--- src/hw/sdct_map.svh ---
`ifndef SDCT_MAP_SVH
`define SDCT_MAP_SVH

// speed grade select codes
`define SDCT_GRADE_13E 2'h0
`define SDCT_GRADE_133 2'h1
`define SDCT_GRADE_10E 2'h2

// clock period in ps
`define SDCT_TCK_PS 5000

// minimum intervals in ns, per grade: 13E, 133, 10E
`define SDCT_TRAS_13E 37
`define SDCT_TRAS_133 44
`define SDCT_TRAS_10E 50
`define SDCT_TRC_13E 60
`define SDCT_TRC_133 66
`define SDCT_TRC_10E 70
`define SDCT_TRCD_13E 15
`define SDCT_TRCD_133 20
`define SDCT_TRCD_10E 20
`define SDCT_TRRD_13E 14
`define SDCT_TRRD_133 15
`define SDCT_TRRD_10E 20
`define SDCT_TXSR_13E 67
`define SDCT_TXSR_133 75
`define SDCT_TXSR_10E 80
`define SDCT_TRP_13E 15
`define SDCT_TRP_133 20
`define SDCT_TRP_10E 20
`define SDCT_TRFC_13E 66
`define SDCT_TRFC_133 66
`define SDCT_TRFC_10E 70
// write recovery beyond the extra clock, in ps
`define SDCT_TWRX_13E_PS 7000
`define SDCT_TWRX_133_PS 7500
`define SDCT_TWRX_10E_PS 7000

// maximum row open time, ns
`define SDCT_TRAS_MAX_NS 120000
// power-up pause, us
`define SDCT_TINIT_US 100
// refresh period, ms, and rows per period
`define SDCT_TREF_MS 64
`define SDCT_REF_ROWS 4096

// command codes on {ras_n, cas_n, we_n}
`define SDCT_CMD_NOP 3'h7
`define SDCT_CMD_ACT 3'h3
`define SDCT_CMD_RD 3'h5
`define SDCT_CMD_WR 3'h4
`define SDCT_CMD_PRE 3'h2
`define SDCT_CMD_REF 3'h1

`define SDCT_NBANK 4
`define SDCT_CNT_W 16
`define SDCT_WAKE_REFS 2'h2
`define SDCT_AP_BIT 10

`endif

--- src/hw/sdct_pkg.sv ---
package sdct_pkg;

typedef struct packed {
    logic [1:0] bank;
    logic [11:0] row;
    logic [8:0] col;
    logic write;
    logic auto_pre;
} sdct_req_type;

typedef struct packed {
    logic cs_n;
    logic ras_n;
    logic cas_n;
    logic we_n;
    logic cke;
    logic [1:0] ba;
    logic [11:0] addr;
} sdct_cmd_type;

typedef enum logic [6:0] {
    SDCT_ST_POWERUP = 7'h01,
    SDCT_ST_WAKE = 7'h02,
    SDCT_ST_IDLE = 7'h04,
    SDCT_ST_ROWOPEN = 7'h08,
    SDCT_ST_PRECHG = 7'h10,
    SDCT_ST_REFRESH = 7'h20,
    SDCT_ST_SELFREF = 7'h40
} sdct_state_type;

endpackage

--- src/hw/sdct_bank_timer.sv ---
`timescale 1ns/1ps
`include "sdct_map.svh"

// =====================================================
// down counter, per bank or shared: load a cycle count, ready when zero
module sdct_bank_timer (
    input wire logic clk,
    input wire logic rstn,
    input wire logic load,
    input wire logic [`SDCT_CNT_W-1:0] cycles,
    output logic ready
);
    logic [`SDCT_CNT_W-1:0] cnt_q;
    logic [`SDCT_CNT_W-1:0] cnt_d;

    // a larger pending wait is never shortened by a later load
    assign cnt_d = (load && cycles > cnt_q) ? cycles :
                   (cnt_q != '0) ? cnt_q - 1'b1 : cnt_q;
    assign ready = (cnt_q == '0);

    always_ff @(posedge clk) begin
        if (!rstn) cnt_q <= '0;
        else cnt_q <= cnt_d;
    end
endmodule

--- src/hw/sdct_host.sv ---
`timescale 1ns/1ps
`include "sdct_map.svh"

module sdct_host #(
    parameter int unsigned INIT_CYCLES =
        (`SDCT_TINIT_US * 1000000 + `SDCT_TCK_PS - 1) / `SDCT_TCK_PS,
    parameter int unsigned REFI_CYCLES =
        (`SDCT_TREF_MS * 1000000 / `SDCT_REF_ROWS) * 1000 / `SDCT_TCK_PS,
    parameter int unsigned RASMAX_CYCLES =
        (`SDCT_TRAS_MAX_NS * 1000) / `SDCT_TCK_PS
) (
    input wire logic clk,
    input wire logic rstn,
    input wire logic [1:0] grade,
    input wire logic req_valid,
    input wire sdct_pkg::sdct_req_type req,
    output logic req_ready,
    input wire logic close_row,
    input wire logic self_ref_req,
    input wire logic rate_gate,
    output logic init_done,
    output logic rd_strobe,
    output sdct_pkg::sdct_cmd_type cmd
);
    localparam int unsigned NB = `SDCT_NBANK;

    // round a ns figure up to whole cycles, never below one
    function automatic logic [`SDCT_CNT_W-1:0] ns2cyc(input int unsigned ns);
        int unsigned c;
        c = (ns * 1000 + `SDCT_TCK_PS - 1) / `SDCT_TCK_PS;
        if (c == 0) c = 1;
        return c[`SDCT_CNT_W-1:0];
    endfunction

    function automatic logic [`SDCT_CNT_W-1:0] pick(input logic [1:0] g,
        input int unsigned a, input int unsigned b, input int unsigned c);
        if (g == `SDCT_GRADE_13E) return ns2cyc(a);
        else if (g == `SDCT_GRADE_133) return ns2cyc(b);
        else return ns2cyc(c);
    endfunction

    // =====================================================
    // grade-dependent cycle counts
    wire logic [`SDCT_CNT_W-1:0] c_ras = pick(grade, `SDCT_TRAS_13E,
        `SDCT_TRAS_133, `SDCT_TRAS_10E);
    wire logic [`SDCT_CNT_W-1:0] c_rc = pick(grade, `SDCT_TRC_13E,
        `SDCT_TRC_133, `SDCT_TRC_10E);
    wire logic [`SDCT_CNT_W-1:0] c_rcd = pick(grade, `SDCT_TRCD_13E,
        `SDCT_TRCD_133, `SDCT_TRCD_10E);
    wire logic [`SDCT_CNT_W-1:0] c_rrd = pick(grade, `SDCT_TRRD_13E,
        `SDCT_TRRD_133, `SDCT_TRRD_10E);
    wire logic [`SDCT_CNT_W-1:0] c_xsr = pick(grade, `SDCT_TXSR_13E,
        `SDCT_TXSR_133, `SDCT_TXSR_10E);
    wire logic [`SDCT_CNT_W-1:0] c_rp = pick(grade, `SDCT_TRP_13E,
        `SDCT_TRP_133, `SDCT_TRP_10E);
    wire logic [`SDCT_CNT_W-1:0] c_rfc = pick(grade, `SDCT_TRFC_13E,
        `SDCT_TRFC_133, `SDCT_TRFC_10E);
    // write recovery: one clock then the ns figure, rounded up
    wire logic [`SDCT_CNT_W-1:0] c_wrx = (grade == `SDCT_GRADE_133) ?
        `SDCT_CNT_W'((`SDCT_TWRX_133_PS + `SDCT_TCK_PS - 1) / `SDCT_TCK_PS) :
        (grade == `SDCT_GRADE_13E) ?
        `SDCT_CNT_W'((`SDCT_TWRX_13E_PS + `SDCT_TCK_PS - 1) / `SDCT_TCK_PS) :
        `SDCT_CNT_W'((`SDCT_TWRX_10E_PS + `SDCT_TCK_PS - 1) / `SDCT_TCK_PS);

    sdct_pkg::sdct_state_type st_q, st_d;
    logic [31:0] wait_q;
    logic [31:0] refi_q;
    logic [31:0] open_q;
    logic [1:0] wake_q;
    logic [1:0] bank_q;
    logic [11:0] row_q;
    logic stale_q;
    logic rd_pipe_q;
    sdct_pkg::sdct_cmd_type cmd_q, cmd_d;

    logic [NB-1:0] act_load, rc_rdy, rcd_rdy, ras_rdy;
    logic rrd_load, rrd_rdy, xsr_load, xsr_rdy;

    // =====================================================
    // per-bank timers, then the shared tRRD and tXSR timers
    for (genvar b = 0; b < NB; b++) begin : g_bank
        sdct_bank_timer u_rc (.clk(clk), .rstn(rstn), .load(act_load[b]),
            .cycles(c_rc), .ready(rc_rdy[b]));
        sdct_bank_timer u_rcd (.clk(clk), .rstn(rstn), .load(act_load[b]),
            .cycles(c_rcd), .ready(rcd_rdy[b]));
        sdct_bank_timer u_ras (.clk(clk), .rstn(rstn), .load(act_load[b]),
            .cycles(c_ras), .ready(ras_rdy[b]));
    end
    sdct_bank_timer u_rrd (.clk(clk), .rstn(rstn), .load(rrd_load),
        .cycles(c_rrd), .ready(rrd_rdy));
    sdct_bank_timer u_xsr (.clk(clk), .rstn(rstn), .load(xsr_load),
        .cycles(c_xsr), .ready(xsr_rdy));

    // =====================================================
    // decode
    wire logic wait_done = (wait_q == 32'h0);
    wire logic refi_due = (refi_q == 32'h0);
    wire logic ras_over = (open_q >= RASMAX_CYCLES);
    wire logic can_act = req_valid && rc_rdy[req.bank] && rrd_rdy && xsr_rdy;
    // a request to another row of the open bank must close it first
    wire logic row_hit = (req.bank == bank_q) && (req.row == row_q);
    wire logic can_rw = req_valid && row_hit && rcd_rdy[bank_q];
    wire logic want_pre = close_row || ras_over || refi_due ||
        self_ref_req || (req_valid && !row_hit);
    wire logic can_pre = ras_rdy[bank_q] && wait_done;

    // single clock, never changed; rate lowered only by cke
    wire logic cke_on = !rate_gate;

    function automatic sdct_pkg::sdct_cmd_type mk(input logic [2:0] c,
        input logic [1:0] ba, input logic [11:0] a, input logic ck);
        sdct_pkg::sdct_cmd_type r;
        r.cs_n = (c == `SDCT_CMD_NOP);
        {r.ras_n, r.cas_n, r.we_n} = c;
        r.cke = ck;
        r.ba = ba;
        r.addr = a;
        return r;
    endfunction

    // =====================================================
    // command sequencer
    always_comb begin
        st_d = st_q;
        cmd_d = mk(`SDCT_CMD_NOP, 2'h0, 12'h0, cke_on);
        req_ready = 1'b0;
        act_load = '0;
        rrd_load = 1'b0;
        xsr_load = 1'b0;
        case (st_q)
            sdct_pkg::SDCT_ST_POWERUP: begin
                // stale_q marks that the pause has been loaded
                if (wait_done && stale_q) st_d = sdct_pkg::SDCT_ST_WAKE;
            end
            sdct_pkg::SDCT_ST_WAKE: begin
                if (wake_q == `SDCT_WAKE_REFS) begin
                    st_d = sdct_pkg::SDCT_ST_IDLE;
                end else if (wait_done) begin
                    cmd_d = mk(`SDCT_CMD_REF, 2'h0, 12'h0, 1'b1);
                end
            end
            sdct_pkg::SDCT_ST_IDLE: begin
                if (stale_q) begin
                    st_d = sdct_pkg::SDCT_ST_WAKE;
                end else if (refi_due) begin
                    cmd_d = mk(`SDCT_CMD_REF, 2'h0, 12'h0, 1'b1);
                    st_d = sdct_pkg::SDCT_ST_REFRESH;
                end else if (self_ref_req) begin
                    cmd_d = mk(`SDCT_CMD_REF, 2'h0, 12'h0, 1'b0);
                    st_d = sdct_pkg::SDCT_ST_SELFREF;
                end else if (can_act && cke_on && wait_done) begin
                    cmd_d = mk(`SDCT_CMD_ACT, req.bank, req.row, 1'b1);
                    act_load[req.bank] = 1'b1;
                    rrd_load = 1'b1;
                    st_d = sdct_pkg::SDCT_ST_ROWOPEN;
                end
            end
            sdct_pkg::SDCT_ST_ROWOPEN: begin
                if (want_pre && can_pre) begin
                    cmd_d = mk(`SDCT_CMD_PRE, bank_q, 12'h0, 1'b1);
                    st_d = sdct_pkg::SDCT_ST_PRECHG;
                end else if (!want_pre && can_rw && cke_on && wait_done) begin
                    req_ready = 1'b1;
                    cmd_d = mk(req.write ? `SDCT_CMD_WR : `SDCT_CMD_RD,
                        bank_q, {1'b0, req.auto_pre, 1'b0, req.col}, 1'b1);
                    if (req.auto_pre) st_d = sdct_pkg::SDCT_ST_PRECHG;
                end
            end
            sdct_pkg::SDCT_ST_PRECHG: begin
                if (wait_done) st_d = sdct_pkg::SDCT_ST_IDLE;
            end
            sdct_pkg::SDCT_ST_REFRESH: begin
                if (wait_done) st_d = sdct_pkg::SDCT_ST_IDLE;
            end
            sdct_pkg::SDCT_ST_SELFREF: begin
                cmd_d = mk(`SDCT_CMD_NOP, 2'h0, 12'h0, self_ref_req);
                if (!self_ref_req) begin
                    xsr_load = 1'b1;
                    st_d = sdct_pkg::SDCT_ST_IDLE;
                end
            end
            default: st_d = sdct_pkg::SDCT_ST_POWERUP;
        endcase
    end

    // wait load on each issued refresh, precharge, read or write; activate loads none
    wire logic is_ref = (st_q != sdct_pkg::SDCT_ST_SELFREF) &&
        !cmd_d.cs_n && ({cmd_d.ras_n, cmd_d.cas_n, cmd_d.we_n} == `SDCT_CMD_REF);
    wire logic is_pre = !cmd_d.cs_n &&
        ({cmd_d.ras_n, cmd_d.cas_n, cmd_d.we_n} == `SDCT_CMD_PRE);
    wire logic ap_wr = req_ready && req.auto_pre && req.write;
    wire logic ap_rd = req_ready && req.auto_pre && !req.write;
    // extra clock of the module register delays the write data too
    wire logic [31:0] wait_d =
        is_ref ? 32'(c_rfc) :
        is_pre ? 32'(c_rp) :
        ap_wr ? 32'(c_rp + c_wrx + 2'h2) :
        ap_rd ? 32'(c_rp + 1'b1) :
        req_ready ? 32'h1 :
        wait_done ? 32'h0 : wait_q - 32'h1;

    always_ff @(posedge clk) begin
        if (!rstn) begin
            st_q <= sdct_pkg::SDCT_ST_POWERUP;
            wait_q <= 32'h0;
            refi_q <= 32'h0;
            open_q <= 32'h0;
            wake_q <= 2'h0;
            bank_q <= 2'h0;
            row_q <= 12'h0;
            stale_q <= 1'b0;
            rd_pipe_q <= 1'b0;
            cmd_q <= mk(`SDCT_CMD_NOP, 2'h0, 12'h0, 1'b0);
        end else begin
            st_q <= st_d;
            cmd_q <= cmd_d;
            // power-up pause loaded once at the reset release
            if (st_q == sdct_pkg::SDCT_ST_POWERUP && wake_q == 2'h0 &&
                refi_q == 32'h0 && wait_q == 32'h0 && !stale_q) begin
                wait_q <= INIT_CYCLES;
                refi_q <= REFI_CYCLES;
                stale_q <= 1'b1;
            end else begin
                wait_q <= wait_d;
                refi_q <= is_ref ? REFI_CYCLES :
                    (refi_q != 32'h0 ? refi_q - 32'h1 : 32'h0);
                if (st_q == sdct_pkg::SDCT_ST_WAKE) stale_q <= 1'b0;
                else if (refi_q == 32'h0 &&
                    st_q == sdct_pkg::SDCT_ST_ROWOPEN) stale_q <= 1'b1;
            end
            if (st_q == sdct_pkg::SDCT_ST_WAKE && is_ref)
                wake_q <= wake_q + 2'h1;
            else if (st_q == sdct_pkg::SDCT_ST_IDLE && stale_q)
                wake_q <= 2'h0;
            if (|act_load) bank_q <= req.bank;
            if (|act_load) row_q <= req.row;
            open_q <= (st_d == sdct_pkg::SDCT_ST_ROWOPEN) ?
                open_q + 32'h1 : 32'h0;
            rd_pipe_q <= req_ready && !req.write;
        end
    end

    assign cmd = cmd_q;
    // read strobe is high with the read command on cmd, one clock after req_ready
    assign rd_strobe = rd_pipe_q;
    assign init_done = (st_q != sdct_pkg::SDCT_ST_POWERUP) &&
        (st_q != sdct_pkg::SDCT_ST_WAKE);

    // =====================================================
    // checks
    a_rcd_gap: assert property (@(posedge clk) disable iff (!rstn)
        req_ready |-> rcd_rdy[bank_q]) else $error("read/write before tRCD");
    a_rrd_gap: assert property (@(posedge clk) disable iff (!rstn)
        rrd_load |-> rrd_rdy) else $error("activate before tRRD");
    a_rc_gap: assert property (@(posedge clk) disable iff (!rstn)
        |act_load |-> (act_load & ~rc_rdy) == '0) else $error("tRC broken");
    a_ras_min: assert property (@(posedge clk) disable iff (!rstn)
        is_pre |-> ras_rdy[bank_q]) else $error("precharge before tRAS");
    a_xsr_gap: assert property (@(posedge clk) disable iff (!rstn)
        |act_load |-> xsr_rdy) else $error("activate before tXSR");
    a_wake_two: assert property (@(posedge clk) disable iff (!rstn)
        $rose(init_done) |-> wake_q == `SDCT_WAKE_REFS)
        else $error("init without two refreshes");
    a_cmd_delay: assert property (@(posedge clk) disable iff (!rstn)
        !cmd_d.cs_n |=> cmd == $past(cmd_d))
        else $error("command not registered");
    a_rate_gate: assert property (@(posedge clk) disable iff (!rstn)
        |act_load |-> !rate_gate) else $error("activate with cke gated");
endmodule

--- config.mk ---
export PLATFORM = sky130hd
export DESIGN_NAME = sdct_host
export DESIGN_NICKNAME = d
export VERILOG_FILES = /design/src/hw/sdct_pkg.sv /design/src/hw/sdct_bank_timer.sv /design/src/hw/sdct_host.sv
export VERILOG_INCLUDE_DIRS = /design/src /design/src/hw
export SDC_FILE = /design/constraint.sdc
export NUM_CORES = 1
export LEC_CHECK = 0
export ABC_AREA = 1
export BUFFER_PORTS_ARGS = -buffer_cell sky130_fd_sc_hd__buf_2
export CORE_MARGIN = 5
export CORE_UTILIZATION = 60
export CTS_CLUSTER_DIAMETER = 80
export DETAILED_ROUTE_END_ITERATION = 16
export GPL_ROUTABILITY_DRIVEN = 0
export PLACE_DENSITY = 0.77
export SLEW_MARGIN = 40
export SYNTH_ARGS = -nofsm -noshare
export SYNTH_HDL_FRONTEND = slang
export SYNTH_SLANG_ARGS = --single-unit
--- constraint.sdc ---
create_clock -name clk -period 6.8 [get_ports clk]
set_clock_uncertainty 0.05 [all_clocks]
set_input_delay 0.34 -clock clk [delete_from_list [all_inputs] [get_ports clk]]
set_output_delay 0.34 -clock clk [all_outputs]
set_load 0.02 [all_outputs]
[Yosys cells after proc, flatten, opt, wreduce, memory -nomap -nowiden]
Cells that the tools add are included.
Word-level totals
  register bits: 364
  input bits: 33
  output and inout bits: 22
  word-level logic and storage cells: 300
Cells by class
  $add $sub $neg: 21
  order comparisons: 18
  equal/unequal tests: 18
  muxes and demuxes: 96
  bitwise operators: 2
  reduce and logical (&&, ||, !) cells: 111
Operator list (count)
  16-bit 2-to-1 mux: 30
  16-bit logical NOT: 14
  16-bit nonzero test: 14
  16-bit by 1-bit subtractor with 16-bit output (second input constant): 14
  19-bit 2-to-1 mux: 8
  32-bit 2-to-1 mux: 4
  3-bit by 16-bit greater-than comparator with 1-bit output: 5
  7-bit 2-to-1 mux: 11
  19-bit one-hot mux with 4 select lines: 1
  16-bit greater-than comparator: 4
  4-bit by 16-bit greater-than comparator with 1-bit output: 4
  32-bit logical NOT: 2
  32-bit by 1-bit subtractor with 32-bit output (second input constant): 2
  1-bit logical AND: 45
  7-bit one-hot mux with 6 select lines: 1
  12-bit 2-to-1 mux: 3
  32-bit by 1-bit adder with 32-bit output (second input constant): 1
  32-bit by 15-bit greater-or-equal comparator with 1-bit output (second input constant): 1
  32-bit nonzero test: 1
  15-bit 2-to-1 mux: 2
  2-bit nonzero test: 15
  4-bit 2-to-1 mux: 5
  17-bit by 2-bit adder with 18-bit output (second input constant): 1
  1-bit 2-to-1 mux: 18
  other kinds (37): 60

[Longest topological paths before layout]
  depth in word-level cells: 19
  mapped depth: 19

[By module]
Synthesis repeated with hierarchy kept, for this count alone.
Second synthesis, totals
  cells, all modules: 4040
  area, all modules: 29649.7 um^2
Modules (own cells, without submodules)
  sdct_bank_timer at g_bank[0].u_ras ...: instances 13, cells each 216, area an instance 1612.8 um^2
  sdct_host: instances 1, cells each 1019, area an instance 7165.6 um^2
  sdct_bank_timer at g_bank[2].u_ras: instances 1, cells each 213, area an instance 1517.7 um^2

[Worst setup path before layout]
OpenSTA, ideal clock, no wires.
  path kind: input to register
  start point: in grade[0]
  end point: reg g_bank[1].u_rcd.cnt_q[1]
  arrival: 2.601 ns
  required time: 6.663 ns
  setup slack: 4.062 ns
  stages on the path: 10
  buffers on the path: 0
  cells stage by stage: nor2_1 -> clkinv_1 -> ha_1 -> inv_1 -> nor2_1 -> o211ai_1 -> nor2_2 -> nor2_1 -> inv_1 -> o31ai_1
On the way
  longest elaborated chain between the ends: 5
  elaborated cells on any way between the ends: 6
Ends and longest elaborated chain
  start, declared: RTL line sdct_host.sv:14  | input wire logic [1:0] grade,
  2-bit logical NOT (no source line) (*)
  3-bit 2-to-1 mux (*): RTL line sdct_host.sv:37  | if (g == `SDCT_GRADE_13E) return ns2cyc(a);
  3-bit by 16-bit greater-than comparator with 1-bit output: RTL line sdct_bank_timer.sv:17  | assign cnt_d = (load && cycles > cnt_q) ? cycles :
  1-bit logical AND: RTL line sdct_bank_timer.sv:17
  16-bit 2-to-1 mux or 2-bit nonzero test (tied branches)
  end signal, assigned: RTL line sdct_bank_timer.sv:23  | else cnt_q <= cnt_d;
  end, declared: RTL line sdct_bank_timer.sv:13  | logic [`SDCT_CNT_W-1:0] cnt_q;
Every way passes the cells marked *; elsewhere a longest branch is shown, timed or not.
A chain may end at the register's enable or synchronous reset.

[Worst setup path in the final report]
  start point: reg bank_q[0]
  end point: out req_ready
On the way
  longest elaborated chain between the ends: 12
  elaborated cells on any way between the ends: 20
Ends and longest elaborated chain
  start, declared: RTL line sdct_host.sv:70  | logic [1:0] bank_q;
  start signal, assigned: RTL line sdct_host.sv:235  | if (|act_load) bank_q <= req.bank;
  2-bit == test: RTL line sdct_host.sv:101  | wire logic row_hit = (req.bank == bank_q) && (req.row == row_q);
  1-bit logical AND: RTL line sdct_host.sv:101
  1-bit logical NOT: RTL line sdct_host.sv:104  | self_ref_req || (req_valid && !row_hit);
  1-bit logical AND: RTL line sdct_host.sv:104
  1-bit logical OR: RTL line sdct_host.sv:104
  1-bit logical NOT: RTL line sdct_host.sv:162  | end else if (!want_pre && can_rw && cke_on && wait_done) begin
  1-bit logical AND (3 in series): RTL line sdct_host.sv:162
  1-bit 2-to-1 mux: RTL line sdct_host.sv:162
  1-bit 2-to-1 mux (*): RTL line sdct_host.sv:159  | if (want_pre && can_pre) begin
  1-bit 2-to-1 mux (*): RTL line sdct_host.sv:130  | case (st_q)
  end, declared: RTL line sdct_host.sv:17  | output logic req_ready,
Every way passes the cells marked *; elsewhere a longest branch is shown, timed or not. The select of a mux whose other input is x is not followed.

==> flow_metrics.env <==
export IMPL_outcome="complete, no violations"
export IMPL_post_synthesis_net_count=2893
export IMPL_finalCriticalPeriod_ns=3.56
export IMPL_seq_area_frac_synth_pct=37.8
export IMPL_fp_dieW_um=189
export IMPL_cts_hold_buffers=8
export IMPL_post_route_wl_um=44100
export IMPL_edff_count_synth=0
export IMPL_detail_route_drc_violations=0
export IMPL_dr_pass1_iterations=5
export IMPL_floorplan_die_height_um=189
export IMPL_fmax_mhz=281
export IMPL_power_density_mw_per_mm2=521
export IMPL_grt_max_degree=69
export IMPL_netlist_cell_type_count=55
export IMPL_grt_first_pass_wirelength_um=75700
export IMPL_hold_viol_final=0
export IMPL_synth_ff_type="sky130_fd_sc_hd__dfxtp_1"
export IMPL_cp_start_kind="flop"
export IMPL_tightestPinTransition_ns=0.798
export IMPL_floorplan_initialDensity_pct=60.9
export IMPL_crit_chain="inv_1, nand2_1, nand2_1, nor2_1, nand2_1, nor2_1, a21oi_1, nor2_1, nand2_2, nor2_1, buf_2"
export IMPL_max_vdd_ir_drop_mv=0.271
export IMPL_setup_worst_path_end_class="primary output"
export IMPL_timing_max_slew_rel_slack_pct=46.8
export IMPL_critPathSlowestCell="sky130_fd_sc_hd__nor2_1"
export IMPL_die_area_mm2=0.0358
export IMPL_yosysWarnings=0
export IMPL_period_share_pct=52.3
export IMPL_clk_root_buffer_cell="sky130_fd_sc_hd__clkbuf_16"
export IMPL_post_cts_repair_setup_buffers=0
export IMPL_grtUsageTotal_pct=24.3
export IMPL_clk_insertion_delay_late_ns=0.54
export IMPL_worst_path_most_repeated_cell="sky130_fd_sc_hd__nor2_1"
export IMPL_async_flop_share_pct=0
export IMPL_commonest_cells_in_the_netlist="585 x sky130_fd_sc_hd__nor2_1, 485 x sky130_fd_sc_hd__nand2_1, 370 x sky130_fd_sc_hd__inv_1"
export IMPL_worstSetupPathType="flop to primary output"
export IMPL_totalNegativeSetupSlack_ns=0
export IMPL_clk_transition_reported_paths_ns=0.06
export IMPL_synth_top_cell_by_area="sky130_fd_sc_hd__dfxtp_1"
export IMPL_leakagePower_nw=9.71
export IMPL_num_vias=17819
export IMPL_port_buffers=54
export IMPL_cts_path_max_buffers=3
export IMPL_report_final_setup_viol=0
export IMPL_syn_area_mm2=0.0193
export IMPL_first_global_vias=17036
export IMPL_cts_buffers_inserted=40
export IMPL_core_region_area_mm2=0.0316
export IMPL_ctsHtreeMaxLevel=2
export IMPL_ff2ff_path_depth=15
export IMPL_antennaDiodeCount=0
export IMPL_worst_path_largest_cell_delay_ns=0.62
export IMPL_post_synth_inst_count=2810
export IMPL_synthesis_area_per_instance_um2=6.86
export IMPL_worst_endpoint_arrival_ns=3.17
export IMPL_post_synth_top_count_cell="sky130_fd_sc_hd__nor2_1"
export IMPL_timing_max_transition_violations_final=0
export IMPL_timing_hold_worst_class="input port to flop"
export IMPL_postSynthRegisterBits=364
export IMPL_tritoncts="built"
export IMPL_cts_sinks=364
export IMPL_crit_path_max_fanout=11
export IMPL_num_fill_cells=2734
export IMPL_std_cell_rows=65
export IMPL_layout_drive_gt1_share_pct=7.96
export IMPL_syn2layout_area_growth_pct=11.1
export IMPL_synth_area_leaders="sky130_fd_sc_hd__dfxtp_1 38%, sky130_fd_sc_hd__nor2_1 11%, sky130_fd_sc_hd__nand2_1 9.4%"
export IMPL_grt_overflow_total=0
export IMPL_dpl_worst_slack_ns=3.58
export IMPL_vias_per_cell=5.37
export IMPL_num_io_pins=55
export IMPL_routed_wire_length_per_instance_um=13.3
export IMPL_nets=2968
export IMPL_data_required_time_at_the_worst_endpoint_ns=6.41
export IMPL_worst_slack_ns=3.24
export IMPL_max_cap_violations=0
export IMPL_ctsResizeCount=0
export IMPL_whs_path_depth=3
export IMPL_rsz_0062_raised_after_global_routing="false"
export IMPL_detailed_place_hpwl_um=32000
export IMPL_detailedRoute_firstIterationViolations=1165
export IMPL_synthDominantCellAreaShare_pct=37.8
export IMPL_route_antenna_remaining_nets=0
export IMPL_antenna_found_initial=0
-- cells by family (layout without fill, tap and decap cells) --
kind of cell	count (synthesis)	count (layout)	synth area share [%]
AO/OA/AOI/OAI	349	349	10.3
AND/OR/NAND/NOR	1477	1477	33.5
buffers and inverters	419	523	8.30
XOR/XNOR	151	151	6.86
adder cells (fa/ha/maj)	50	50	3.25
flip-flops	364	364	37.8
-- layer usage --
layer,track usage (%),routed length (um),share of wire [%],vias to the layer above
li1,-,-,-,9166
met1,30.6,19700,45,8171
met2,43.1,21100,48,381
met3,3.48,2010,4.6,101
met4,7.82,1260,2.9,0
met5,0,0,0,-
-- final cells by class --
cell class	instances	area [um2]	share of cell area [%]
Multi-Input combinational cell	2027	10400	48.5
Inverter	385	1450	6.76
Clock buffer	58	1180	5.51
Sequential cell	364	7290	34.0
Timing Repair Buffer	67	400	1.87
Clock inverter	13	200	0.935
Tap cell	402	503	2.35
-- worst paths after layout --
check	from	slack (ns)	end
worst max-delay path	bank_q[0]	3.24	req_ready
worst min-delay path	req[8]	0.01	cmd[6]
worst max register to register	g_bank[3].u_rc.cnt_q[0]	3.62	g_bank[0].u_ras.cnt_q[1]
worst min register to register	g_bank[1].u_rc.cnt_q[14]	0.41	g_bank[1].u_rc.cnt_q[14]
-- flip-flops by register name (all words and copies together), names as in the netlist, 2 cells and up --
register,flops
open_q,32
row_q,12
g_bank.u_rcd.cnt_q,64
wait_q,32
refi_q,32
g_bank.u_ras.cnt_q,64
bank_q,2
cmd,19
u_xsr.cnt_q,16
wake_q,2
u_rrd.cnt_q,16
g_bank.u_rc.cnt_q,64
st_q,7
-- metrics by stage --
| stage | area, um2 | hold slack, ns | util [%] | total power [mW] | cells |
|---|---|---|---|---|---|
| 2_1_floorplan | 19300 | 0.369 | - | 7.74 | 2810 |
| 3_3_place_gp | 19900 | 0.398 | 63.0 | 8.65 | 3236 |
| 3_5_place_dp | 19900 | 0.404 | 63.1 | 8.83 | 3237 |
| 4_1_cts | 21400 | 0.00113 | 67.7 | 11.2 | 3316 |
| 5_1_grt | 21400 | 0.0295 | 67.7 | 12.2 | 3316 |
| 6_report | 21400 | 0.0150 | 67.7 | 11.1 | 3316 |
-- critical path, delay by kind of cell (launching register included) --
| family | cells | cell delay, ns |
|---|---|---|
| DFF | 1 | 0.51 |
| and+or+nand+nor | 8 | 1.48 |
| buffers and inverters | 2 | 0.54 |
| AOI/OAI and AO/OA | 1 | 0.09 |
-- cell usage in the layout, fill, tap and decap left out, types with 37 or more instances in the layout --
cell type	instances
sky130_fd_sc_hd__ha_1	50
sky130_fd_sc_hd__dfxtp_1	364
sky130_fd_sc_hd__clkbuf_16	41
sky130_fd_sc_hd__nand3_1	152
sky130_fd_sc_hd__a21oi_1	198
sky130_fd_sc_hd__o21ai_0	59
sky130_fd_sc_hd__nand2_1	485
sky130_fd_sc_hd__xor2_1	91
sky130_fd_sc_hd__inv_1	369
sky130_fd_sc_hd__a211oi_1	38
sky130_fd_sc_hd__nor2_1	585
sky130_fd_sc_hd__buf_2	54
sky130_fd_sc_hd__xnor2_1	60
sky130_fd_sc_hd__nand4_1	37
sky130_fd_sc_hd__nor3_1	73
-- where the power goes --
group | switching, mW | total [mW] | internal (mW)
Clock | 0.870 | 2.26 | 1.39
Sequential | 0.652 | 3.51 | 2.86
Combinational | 3.37 | 5.37 | 2.01
No activity file was read; power rests on OpenSTA's default activity.
